[src/shared/pmc_pkg.sv]
package pmc_pkg;
  // Clock of the block, in MHz
  localparam int CLK_MHZ = 100;
  // Initialization time after reset release, in microseconds
  localparam int INIT_TIME_US = 20;
  localparam int INIT_CYCLES = INIT_TIME_US * CLK_MHZ;
  // Link clock absent if no edge for this long, in microseconds
  localparam int CLK_LOSS_US = 2;
  localparam int CLK_LOSS_CYCLES = CLK_LOSS_US * CLK_MHZ;
  // Ratio figures
  localparam int MCLK_OUT_RATIO = 256;
  localparam int SHIFT_RATIO = 64;
  localparam int QUAD_MCLK_RATIO = 128;
  // Divider halves, counted in master clock edges
  localparam logic [7:0] SHIFT_HALF = 8'(MCLK_OUT_RATIO / SHIFT_RATIO / 2);
  localparam logic [7:0] FRAME_HALF = 8'(MCLK_OUT_RATIO / 2);
  // Tolerance when classifying master clocks per frame
  localparam logic [9:0] QUAD_LO = 10'h07c;
  localparam logic [9:0] QUAD_HI = 10'h084;
  localparam logic [9:0] NORM_LO = 10'h0fc;
  localparam logic [9:0] NORM_HI = 10'h104;
  // Interpolation factors
  localparam logic [3:0] UPS_NORMAL = 4'h8;
  localparam logic [3:0] UPS_DOUBLE = 4'h4;
  localparam logic [3:0] UPS_QUAD = 4'h2;
  // Quiet-mute PWM half period in block clocks
  localparam logic [3:0] PWM_HALF = 4'h8;
  localparam int CNT_W = 16;
endpackage

[src/hdl/pmc_clock_state_ctrl.sv]
// Summary of operation
// [RL1] Master role drives master clock out, shift clock 64x, frame clock at Fs.
// [RL2] Slave role takes clocks from outside; master role makes them itself.
// [RL3] Outside source keeps frame and shift clocks synchronous to master clock.
// [RL4] In slave role the master clock output is held low.
// [RL5] Quad speed only in slave role, master clock at 128 times Fs.
// [RL6] Normal speed master clock is 8.192, 11.2896 or 12.288 MHz.
// [RL7] Double-rate select doubles Fs; master clock 22.5792 or 24.576 MHz.
// [RL8] 32 kHz sampling only at normal speed with double-rate low.
// [RL9] Quad speed detected when double-rate low and master clock is 128 Fs.
// [RL10] Only one clock source used; unused clock input tied low.
// [RL11] Shift and frame pins are outputs in master role, inputs in slave.
// [RL12] PLL loss of lock drives both valid indicators low.
// [RL13] Interpolation ratio eight normal, four double, two quad.
// [RL14] Any format select change in operation starts a reset sequence.
// [RL15] Power up: valid low, hard mute; PWM once initialization completes.
// [RL16] Controller asserts reset whenever it toggles role or double-rate select.
// [RL17] Reset is asynchronous; while low, hard mute and valid low.
// [RL18] Reset rising edge with power-down high starts initialization.
// [RL19] Power-down low shuts down PLL and oscillator asynchronously.
// [RL20] Reset and power-down both low: total power-down with hard mute.
// [RL21] Controller keeps clocks running until power-down has gone low.
// [RL22] Mute low gives 50% duty on both sides; high passes audio.
// [RL23] Missing clocks or phase errors: valid low, hard mute, then reinitialize; a stopped frame clock in slave role is not detected.
// [RL24] Valid raised only after initialization and PLL lock on valid clocks.
`timescale 1ns/1ps
`default_nettype none
module pmc_clock_state_ctrl (
  // Clock and reset
  input wire logic clock_i,
  input wire logic rst_b_i,
  // Static control pins
  input wire logic power_down_n_i,
  input wire logic master_role_i,
  input wire logic double_rate_select_i,
  input wire logic mute_n_i,
  input wire logic format_select_bit0_i,
  input wire logic format_select_bit1_i,
  input wire logic format_select_bit2_i,
  input wire logic pll_locked_i,
  // Clock inputs
  input wire logic mclk_in_i,
  input wire logic crystal_input_i,
  // Two-way serial clocks
  input wire logic shift_clk_i,
  output logic shift_clk_o,
  output logic shift_clk_oe_o,
  input wire logic frame_clk_i,
  output logic frame_clk_o,
  output logic frame_clk_oe_o,
  // Audio side from modulator
  input wire logic [3:0] audio_p_i,
  // Outputs
  output logic mclk_out_o,
  output logic pll_enable_o,
  output logic osc_enable_o,
  output logic [3:0] pwm_p_o,
  output logic [3:0] pwm_m_o,
  output logic valid_left_o,
  output logic valid_right_o,
  output logic quad_speed_o,
  output logic [3:0] upsample_o
);
  typedef enum logic [3:0] {
    ST_RESET = 4'h1,
    ST_INIT = 4'h2,
    ST_RUN = 4'h4,
    ST_FAULT = 4'h8
  } pmc_state_t;

  typedef struct packed {
    pmc_state_t state;
    logic [pmc_pkg::CNT_W-1:0] init_cnt;
    logic [pmc_pkg::CNT_W-1:0] loss_cnt;
    logic [9:0] mclk_per_frame;
    logic [9:0] mclk_cnt;
    logic quad;
    logic rate_ok;
    logic primed;
    logic [6:0] shift_cnt;
    logic [2:0] fmt_seen;
    logic [7:0] div_cnt;
    logic shift_clk;
    logic frame_clk;
    logic mclk_out;
    logic [3:0] pwm_cnt;
    logic pwm_phase;
    logic [3:0] pwm_p;
    logic [3:0] pwm_m;
    logic valid;
    logic oe;
    logic pll_en;
    logic [3:0] ups;
  } pmc_ctrl_t;

  pmc_ctrl_t st_r;
  pmc_ctrl_t st_nxt;

  logic mclk_lvl, mclk_rise, frame_rise, pdn_lvl, mute_lvl, shift_rise;
  logic [2:0] fmt_lvl;
  logic lock_lvl;

  // Only one source is live; the other is tied low, so OR selects it
  pmc_sync_edge u_mclk (
    .clock_i(clock_i),
    .rst_b_i(rst_b_i),
    .async_i(mclk_in_i | crystal_input_i), // RL10
    .level_o(mclk_lvl),
    .rise_o(mclk_rise)
  );
  pmc_sync_edge u_frame (
    .clock_i(clock_i),
    .rst_b_i(rst_b_i),
    .async_i(master_role_i ? st_r.frame_clk : frame_clk_i),
    .level_o(),
    .rise_o(frame_rise)
  );
  pmc_sync_edge u_shift (
    .clock_i(clock_i),
    .rst_b_i(rst_b_i),
    .async_i(master_role_i ? st_r.shift_clk : shift_clk_i),
    .level_o(),
    .rise_o(shift_rise)
  );
  // Mute is a loose pin like the others, so it is synchronised too
  pmc_sync_edge u_mute (
    .clock_i(clock_i),
    .rst_b_i(rst_b_i),
    .async_i(mute_n_i),
    .level_o(mute_lvl),
    .rise_o()
  );
  pmc_sync_edge u_pdn (
    .clock_i(clock_i),
    .rst_b_i(rst_b_i),
    .async_i(power_down_n_i),
    .level_o(pdn_lvl),
    .rise_o()
  );
  pmc_sync_edge u_lock (
    .clock_i(clock_i),
    .rst_b_i(rst_b_i),
    .async_i(pll_locked_i),
    .level_o(lock_lvl),
    .rise_o()
  );
  genvar gi;
  generate
    for (gi = 0; gi < 3; gi++) begin : g_fmt
      pmc_sync_edge u_fmt (
        .clock_i(clock_i),
        .rst_b_i(rst_b_i),
        .async_i(gi == 0 ? format_select_bit0_i :
                 gi == 1 ? format_select_bit1_i : format_select_bit2_i),
        .level_o(fmt_lvl[gi]),
        .rise_o()
      );
    end
  endgenerate

  function automatic logic in_band(input logic [9:0] v, input logic [9:0] lo,
                                   input logic [9:0] hi);
    in_band = (v >= lo) && (v <= hi);
  endfunction

  function automatic logic [3:0] ups_for(input logic quad, input logic dbl);
    if (quad) begin
      ups_for = pmc_pkg::UPS_QUAD;
    end else if (dbl) begin
      ups_for = pmc_pkg::UPS_DOUBLE;
    end else begin
      ups_for = pmc_pkg::UPS_NORMAL;
    end
  endfunction

  logic clocks_ok;
  assign clocks_ok = lock_lvl && st_r.rate_ok && (st_r.loss_cnt != '0);

  always_comb begin
    st_nxt = st_r;
    // Measure master clocks per frame to classify speed
    if (mclk_rise) begin
      st_nxt.mclk_cnt = st_r.mclk_cnt + 10'h001;
    end
    if (shift_rise) begin
      st_nxt.shift_cnt = st_r.shift_cnt + 7'h01;
    end
    if (frame_rise) begin
      st_nxt.mclk_per_frame = st_r.mclk_cnt;
      st_nxt.mclk_cnt = '0;
      st_nxt.shift_cnt = '0;
      st_nxt.primed = 1'b1;
    end
    // The first frame after reset or a clock stop is partial, so it only primes the counts
    if (frame_rise && st_r.primed) begin
      st_nxt.quad = !double_rate_select_i && !master_role_i &&
                    in_band(st_r.mclk_cnt, pmc_pkg::QUAD_LO, pmc_pkg::QUAD_HI); // RL9 RL5
      st_nxt.rate_ok = in_band(st_r.mclk_cnt, pmc_pkg::NORM_LO, pmc_pkg::NORM_HI) ||
                       st_nxt.quad;
      // A frame without a whole frame of shift clocks means the phases slipped
      if (st_r.shift_cnt != 7'(pmc_pkg::SHIFT_RATIO)) begin
        st_nxt.rate_ok = 1'b0; // RL23
      end
    end
    st_nxt.ups = ups_for(st_r.quad, double_rate_select_i); // RL13 RL8 RL7
    // Missing clock watchdog
    if (mclk_rise) begin
      st_nxt.loss_cnt = pmc_pkg::CNT_W'(pmc_pkg::CLK_LOSS_CYCLES);
    end else if (st_r.loss_cnt != '0) begin
      st_nxt.loss_cnt = st_r.loss_cnt - 1'b1;
    end else begin
      // A restarted clock may run at another rate; measure it afresh
      st_nxt.primed = 1'b0;
      st_nxt.rate_ok = 1'b0; // RL23
    end
    // Master role divider from the master clock
    st_nxt.mclk_out = master_role_i && pdn_lvl && mclk_lvl; // RL1 RL4
    if (mclk_rise) begin
      st_nxt.div_cnt = st_r.div_cnt + 8'h01;
      if (st_r.div_cnt[0] == 1'(pmc_pkg::SHIFT_HALF - 8'h01)) begin
        st_nxt.shift_clk = ~st_r.shift_clk; // RL1
      end
      if (st_r.div_cnt == pmc_pkg::FRAME_HALF - 8'h01 || st_r.div_cnt == 8'hff) begin
        st_nxt.frame_clk = ~st_r.frame_clk; // RL1
      end
    end
    st_nxt.oe = master_role_i; // RL11 RL2
    // Quiet-mute square wave
    st_nxt.pwm_cnt = st_r.pwm_cnt + 4'h1;
    if (st_r.pwm_cnt == pmc_pkg::PWM_HALF - 4'h1) begin
      st_nxt.pwm_cnt = '0;
      st_nxt.pwm_phase = ~st_r.pwm_phase;
    end
    st_nxt.pll_en = pdn_lvl;
    st_nxt.fmt_seen = fmt_lvl;
    case (st_r.state)
      ST_RESET: begin
        if (pdn_lvl) begin
          st_nxt.state = ST_INIT; // RL18
          st_nxt.init_cnt = pmc_pkg::CNT_W'(pmc_pkg::INIT_CYCLES);
        end
      end
      ST_INIT: begin
        if (!pdn_lvl) begin
          st_nxt.state = ST_RESET;
        end else if (st_r.init_cnt != '0) begin
          st_nxt.init_cnt = st_r.init_cnt - 1'b1;
        end else if (clocks_ok) begin
          st_nxt.state = ST_RUN; // RL24 RL15
        end
      end
      ST_RUN: begin
        if (!pdn_lvl) begin
          st_nxt.state = ST_RESET;
        end else if (fmt_lvl != st_r.fmt_seen) begin
          st_nxt.state = ST_INIT; // RL14
          st_nxt.init_cnt = pmc_pkg::CNT_W'(pmc_pkg::INIT_CYCLES);
        end else if (!clocks_ok) begin
          st_nxt.state = ST_FAULT; // RL12 RL23
        end
      end
      ST_FAULT: begin
        if (!pdn_lvl) begin
          st_nxt.state = ST_RESET;
        end else if (clocks_ok) begin
          st_nxt.state = ST_INIT; // RL23
          st_nxt.init_cnt = pmc_pkg::CNT_W'(pmc_pkg::INIT_CYCLES);
        end
      end
      default: begin
        st_nxt.state = ST_RESET;
      end
    endcase
    // Output stage: hard mute unless running
    st_nxt.valid = (st_nxt.state == ST_RUN);
    if (st_nxt.state != ST_RUN) begin
      st_nxt.pwm_p = 4'h0; // RL15 RL17 RL20
      st_nxt.pwm_m = 4'hf;
    end else if (!mute_lvl) begin
      st_nxt.pwm_p = {4{st_r.pwm_phase}}; // RL22
      st_nxt.pwm_m = {4{~st_r.pwm_phase}};
    end else begin
      st_nxt.pwm_p = audio_p_i;
      st_nxt.pwm_m = ~audio_p_i;
    end
  end

  // Reset acts without the clock; power-down goes through the clocked state; outputs land in hard mute
  always_ff @(posedge clock_i or negedge rst_b_i) begin
    if (!rst_b_i) begin
      st_r <= '{state: ST_RESET, pwm_m: 4'hf, ups: pmc_pkg::UPS_NORMAL, default: '0}; // RL17
    end else begin
      st_r <= st_nxt;
    end
  end

  // Power-down gates PLL and oscillator with no clock involved
  assign pll_enable_o = st_r.pll_en & power_down_n_i; // RL19
  assign osc_enable_o = st_r.pll_en & power_down_n_i;
  assign mclk_out_o = st_r.mclk_out;
  assign shift_clk_o = st_r.shift_clk;
  assign frame_clk_o = st_r.frame_clk;
  assign shift_clk_oe_o = st_r.oe;
  assign frame_clk_oe_o = st_r.oe;
  assign pwm_p_o = st_r.pwm_p;
  assign pwm_m_o = st_r.pwm_m;
  assign valid_left_o = st_r.valid;
  assign valid_right_o = st_r.valid;
  assign quad_speed_o = st_r.quad;
  assign upsample_o = st_r.ups;
endmodule
`default_nettype wire

[src/hdl/pmc_sync_edge.sv]
`timescale 1ns/1ps
`default_nettype none
// Two-flop synchroniser with rising-edge detect on the second stage
module pmc_sync_edge (
  input wire logic clock_i,
  input wire logic rst_b_i,
  input wire logic async_i,
  output logic level_o,
  output logic rise_o
);
  typedef struct packed {
    logic s1;
    logic s2;
    logic s3;
  } pmc_sync_t;
  pmc_sync_t st_r;
  pmc_sync_t st_nxt;

  always_comb begin
    st_nxt = st_r;
    st_nxt.s1 = async_i;
    st_nxt.s2 = st_r.s1;
    st_nxt.s3 = st_r.s2;
  end

  always_ff @(posedge clock_i or negedge rst_b_i) begin
    if (!rst_b_i) begin
      st_r <= '0;
    end else begin
      st_r <= st_nxt;
    end
  end

  assign level_o = st_r.s2;
  assign rise_o = st_r.s2 & ~st_r.s3;
endmodule
`default_nettype wire

[config.mk]
export PLATFORM = sky130hd
export DESIGN_NAME = pmc_clock_state_ctrl
export DESIGN_NICKNAME = d
export VERILOG_FILES = /design/src/shared/pmc_pkg.sv /design/src/hdl/pmc_clock_state_ctrl.sv /design/src/hdl/pmc_sync_edge.sv
export SDC_FILE = /design/constraint.sdc
export NUM_CORES = 1
export LEC_CHECK = 0
export BUFFER_PORTS_ARGS = -buffer_cell sky130_fd_sc_hd__buf_2
export CORE_ASPECT_RATIO = 1.2
export CORE_MARGIN = 1.5
export CORE_UTILIZATION = 60
export DETAILED_ROUTE_END_ITERATION = 6
export PLACE_DENSITY = 0.8
export SLEW_MARGIN = 10
export SYNTH_ARGS = -nofsm -noshare
export SYNTH_HDL_FRONTEND = slang
export SYNTH_HIERARCHICAL = 1
export SYNTH_SLANG_ARGS = --single-unit
[constraint.sdc]
create_clock -name clock_i -period 4.05 [get_ports clock_i]
set_input_delay 0.81 -clock clock_i [delete_from_list [all_inputs] [get_ports clock_i]]
set_output_delay 0.81 -clock clock_i [all_outputs]
set_load 0.05 [all_outputs]
======== Word-level counts from Yosys, hierarchy flattened ========
Index checks and enable logic that the tools add are counted.
storage, ports and cells
  bits in registers ....................... 111
  latch bits .............................. 0
  bits in writable memories ............... 0
  ROM bits ................................ 0
  bits of input ports ..................... 18
  output and inout port bits .............. 22
  logic and storage cells ................. 137
  memories kept ........................... 0
operators by class
  add/subtract/negate cells ............... 6
  multipliers ............................. 0
  div/mod/pow operators ................... 0
  order comparisons ....................... 4
  equality and inequality tests ........... 18
  shift operators ......................... 0
  mux-type cells .......................... 33
  bitwise operators ....................... 12
  reductions and logical operators ........ 22
operators with widths
  cell                                                                     number
  16-bit two-way mux                                                       7
  16-bit one-hot mux with 4 select lines                                   1
  20-bit two-way mux                                                       2
  4-bit two-way mux                                                        9
  16-bit nonzero test                                                      2
  16-bit by 1-bit subtractor with 16-bit output (second input constant)    2
  8-bit two-way mux                                                        3
  10-bit two-way mux                                                       2
  4-bit one-hot mux with 4 select lines                                    1
  4-bit by 3-bit == test with 1-bit output (second input constant)         3
  10-bit by 1-bit adder with 10-bit output (second input constant)         1
  10-bit by 7-bit >= comparator with 1-bit output (second input constant)  1
  10-bit by 8-bit >= comparator with 1-bit output (second input constant)  1
  10-bit by 8-bit <= comparator with 1-bit output (second input constant)  1
  10-bit by 9-bit <= comparator with 1-bit output (second input constant)  1
  1-bit logical AND                                                        9
  8-bit by 1-bit adder with 8-bit output (second input constant)           1
  8-bit by 7-bit == test with 1-bit output (second input constant)         1
  8-bit == test (second input constant)                                    1
  2-bit by 1-bit != test with 1-bit output (second input constant)         4
  8-bit AND reduction                                                      1
  7-bit by 1-bit adder with 7-bit output (second input constant)           1
  7-bit two-way mux                                                        1
  7-bit != test (second input constant)                                    1
  other kinds (19)                                                         38

======== Logic depth before layout (Yosys ltp) ========
  word-level depth ........................ 8
  depth in mapped cells ................... 8
  mapped depth without buffers ............ 7

======== Cells and area by module ========
Netlist, hierarchy kept.
modules (own cells, without submodules)
  module                times used  cells each  area an instance (sq um)  seq. area each (sq um)
  pmc_clock_state_ctrl  1           456         4,564.4                   2,209.6
  pmc_sync_edge         9           4           88.8                      75.1

======== Worst setup path before layout ========
Ideal clock, no wire load.
  kind .................................... input to output
  start point ............................. input power_down_n_i
  end point ............................... output pll_enable_o
  arrival ................................. 1.528 ns
  required time ........................... 3.240 ns
  path slack .............................. 1.712 ns
  cell stages on the path ................. 2
  path buffers ............................ 1
  path through ............................ and2_1 > buf_4
on the way
  word-level cells in the longest chain between the ends .. 1
RTL lines
  element            line                         source
  start, declared    pmc_clock_state_ctrl.sv:33   input wire logic power_down_n_i,
  1-bit bitwise AND  pmc_clock_state_ctrl.sv:298  assign pll_enable_o = st_r.pll_en & power_down_n_i;
  end, declared      pmc_clock_state_ctrl.sv:55   output logic pll_enable_o,
No other way between the ends.

======== Worst setup path after layout ========
  start point ............................. register u_mclk/st_r[0] (netlist bit)
  end point ............................... register st_r[71] (netlist bit)
on the way
  word-level cells in the longest chain between the ends .. 3
  elaborated cells on any way between the ends .. 4
  classes of those cells .................. 1 x mux; 2 x bitwise; 1 x reduce/logical
RTL lines
  element                                                   line                         source
  start, declared                                           pmc_sync_edge.sv:16          pmc_sync_t st_r;
  start signal, assigned                                    pmc_sync_edge.sv:30          st_r <= st_nxt;
  1-bit inverter *                                          pmc_sync_edge.sv:35          assign rise_o = st_r.s2 & ~st_r.s3;
  1-bit bitwise AND *                                       pmc_sync_edge.sv:35
  via mclk_rise                                             pmc_clock_state_ctrl.sv:99   logic mclk_lvl, mclk_rise, frame_rise, pdn_lvl, mute_lvl, shift_rise;
  16-bit two-way mux or 2-bit nonzero test (tied branches)  --
  end signal, assigned                                      pmc_clock_state_ctrl.sv:293  st_r <= st_nxt;
  end, declared                                             pmc_clock_state_ctrl.sv:96   pmc_ctrl_t st_r;
The timed path passes the listed nets; every way through them passes the cells marked *.
A chain may end at the register's enable or synchronous reset.

==> run_results.csv <==
group,metric,value,unit
layout,syn_to_final_growth,7.78,%
die,die_h,104,µm
worst_setup_path,r2r_setup_slack,1.62,ns
clock_network,postCtsSetupBuffers,0,
route,drtIter0Drc,181,
layout,diodes,0,
route,ant_nets,0,
sta,fmax,412,MHz
global_routing,grt_pass1_wl,16800,µm
layout,nFillCells,632,
placed_design,place.gp.congestion,0.911,
yosys,yosys_warnings,6,
clock_network,cts_tree,"done",
yosys,synth.avg_cell_area,10.7,µm²
sta,drv_slew,0,
clock_network,path_clk_slew,0.11,ns
layout,mostFrequentLayoutCells,"dfrtp_1 (103), nor2_1 (49), buf_2 (37)",
global_routing,overflow,0,
pwr,internal-power,1860,µW
sta,fin_skew,0.0103,ns
sta,fin_ws,1.62,ns
sta,fin_tns_setup,0,ns
worst_setup_path,crit_type,"reg2reg",
sta,maxSlewHeadroom,0.505,
worst_setup_path,crit_fanout,33,
clock_network,hold_buffers,0,
pwr,p_seq_frac,0.505,
die,dieArea,9120,µm²
route,routed_wl,9460,µm
clock_network,cts_made_buffers,9,
yosys,syn-num-nets,508,
sta,worst_pin_slew,0.740,ns
pwr,vdd_drop_max,324,µV
layout,final_nets,531,
sta,hold_viol,0,
pwr,pwr-share-clk,0.267,
job,cap_violations,0,
global_routing,grt_pass1_vias,3778,
clock_network,cts-root-buf,"clkbuf_8",
clock_network,clock_latency,0.37,ns
layout,multi_input_comb_area,2140,µm²
die,coreArea,8200,µm²
worst_hold_path,min_path_type,"reg2reg",
route,drc,0,
sta,rsz0062_at_grt,"no",
layout,layout_commonest_cell,"dfrtp_1",
pwr,power.leakage,0.00246,µW
pwr,switching_share,0.341,
layout,regArea,2740,µm²
yosys,synth_cells,480,
die,fp.dieW,87.4,µm
worst_setup_path,worstPathArrival,2.72,ns
clock_network,cts_buffer_depth,2,
placed_design,portBuffers,38,
global_routing,track_usage,0.230,
route,dr.pass1.iters,4,
pwr,p_comb_frac,0.227,
route,detail_route.vias_per_cell,5.84,
die,ios,40,
clock_network,cts_sinks,109,
pwr,p_per_area,510,nW/µm²
placed_design,dp.cells,606,
status,status,"finished clean",
worst_setup_path,cp.required,4.34,ns
global_routing,grt_start_max_net_pins,52,
sta,setup_violations,0,
clock_network,cts_resized,0,
layout,drive_gt1_frac,0.156,
placed_design,preCtsSetupSlack,1.70,ns
global_routing,antenna_found_initial,0,
yosys,syn-cell-area,5130,µm²
clock_network,htree_levels,3,
pwr,p_sw,961,µW
route,vias,3634,
sta,fin_crit,2.43,ns
worst_setup_path,cp-start-kind,"flop",
die,start_util,0.626,
placed_design,place_hpwl,6670,µm
sta,timing.final.crit_share,0.600,
route,wl_per_cell,15.2,µm
worst_setup_path,cp-end-kind,"flop",
die,rows,36,
layout,fin_cells,622,
==> per-stage QoR <==
stage                     hold slack (ns)  utilization  power, µW  instance area, µm²
after floorplan                     0.331            -       1910                5130
after CTS                           0.363        0.675       2830                5530
after detailed placement            0.337        0.646       2070                5290
after global routing                0.373        0.675       2990                5530
final                               0.362        0.675       2820                5530
after global placement              0.333        0.646       2040                5290
==> worst paths after layout <==
path | startpoint | end | cells after the start
worst max-delay path | u_mclk/st_r[0]$_DFF_PN0_ | st_r[71]$_DFFE_PN0P_ | 5
worst min-delay path | u_mute/st_nxt[1]$_DFF_PN0_ | u_mute/level_o$_DFF_PN0_ | 0
worst max register to register | u_mclk/st_r[0]$_DFF_PN0_ | st_r[71]$_DFFE_PN0P_ | 5
worst min register to register | u_mute/st_nxt[1]$_DFF_PN0_ | u_mute/level_o$_DFF_PN0_ | 0
max in group asynchronous | rst_b_i | upsample_o[3]$_DFF_PN1_ | 2
min in group asynchronous | rst_b_i | st_r[86]$_DFFE_PN0P_ | 1
==> final cells by class <==
class / instances / share of cell area
Clock buffer: 9 / 0.0224
Clock inverter: 7 / 0.0206
Inverter: 18 / 0.0122
Multi-Input combinational cell: 325 / 0.387
Sequential cell: 109 / 0.495
Tap cell: 114 / 0.0258
Timing Repair Buffer: 40 / 0.0376
==> power groups by stage <==
stage / Sequential (µW) / Combinational, µW / Clock (µW)
detailed placement: 1440 / 637 / 0
finish: 1430 / 642 / 755
global placement: 1430 / 611 / 0
floorplan: 1390 / 519 / 0
CTS: 1420 / 640 / 768
global route: 1450 / 723 / 818
==> registers in the layout (all words and copies together) (netlist names), 3 cells and up <==
register and cells:
st_r 71, g_fmt.u_fmt/st_nxt 3, g_fmt.u_fmt/level_o 3, pwm_p_o 4
pwm_m_o 4, upsample_o 3
==> routing by layer <==
layer / global-route usage / vias to the layer above / part of all wire
met5: 0 / - / 0
met4: 0.0964 / 0 / 0.024
met3: 0.0540 / 27 / 0.049
met2: 0.373 / 110 / 0.51
met1: 0.295 / 1774 / 0.42
li1: - / 1723 / -
==> worst max-delay path, stage by stage, from the launching register on <==
cell and delay, ns:
dfrtp_1 0.41, nor2b_4 0.60, nor2_1 0.29, a2111oi_1 0.71, a211oi_1 0.18, a31oi_1 0.17
Note: power is estimated with default switching activity, not from simulation.
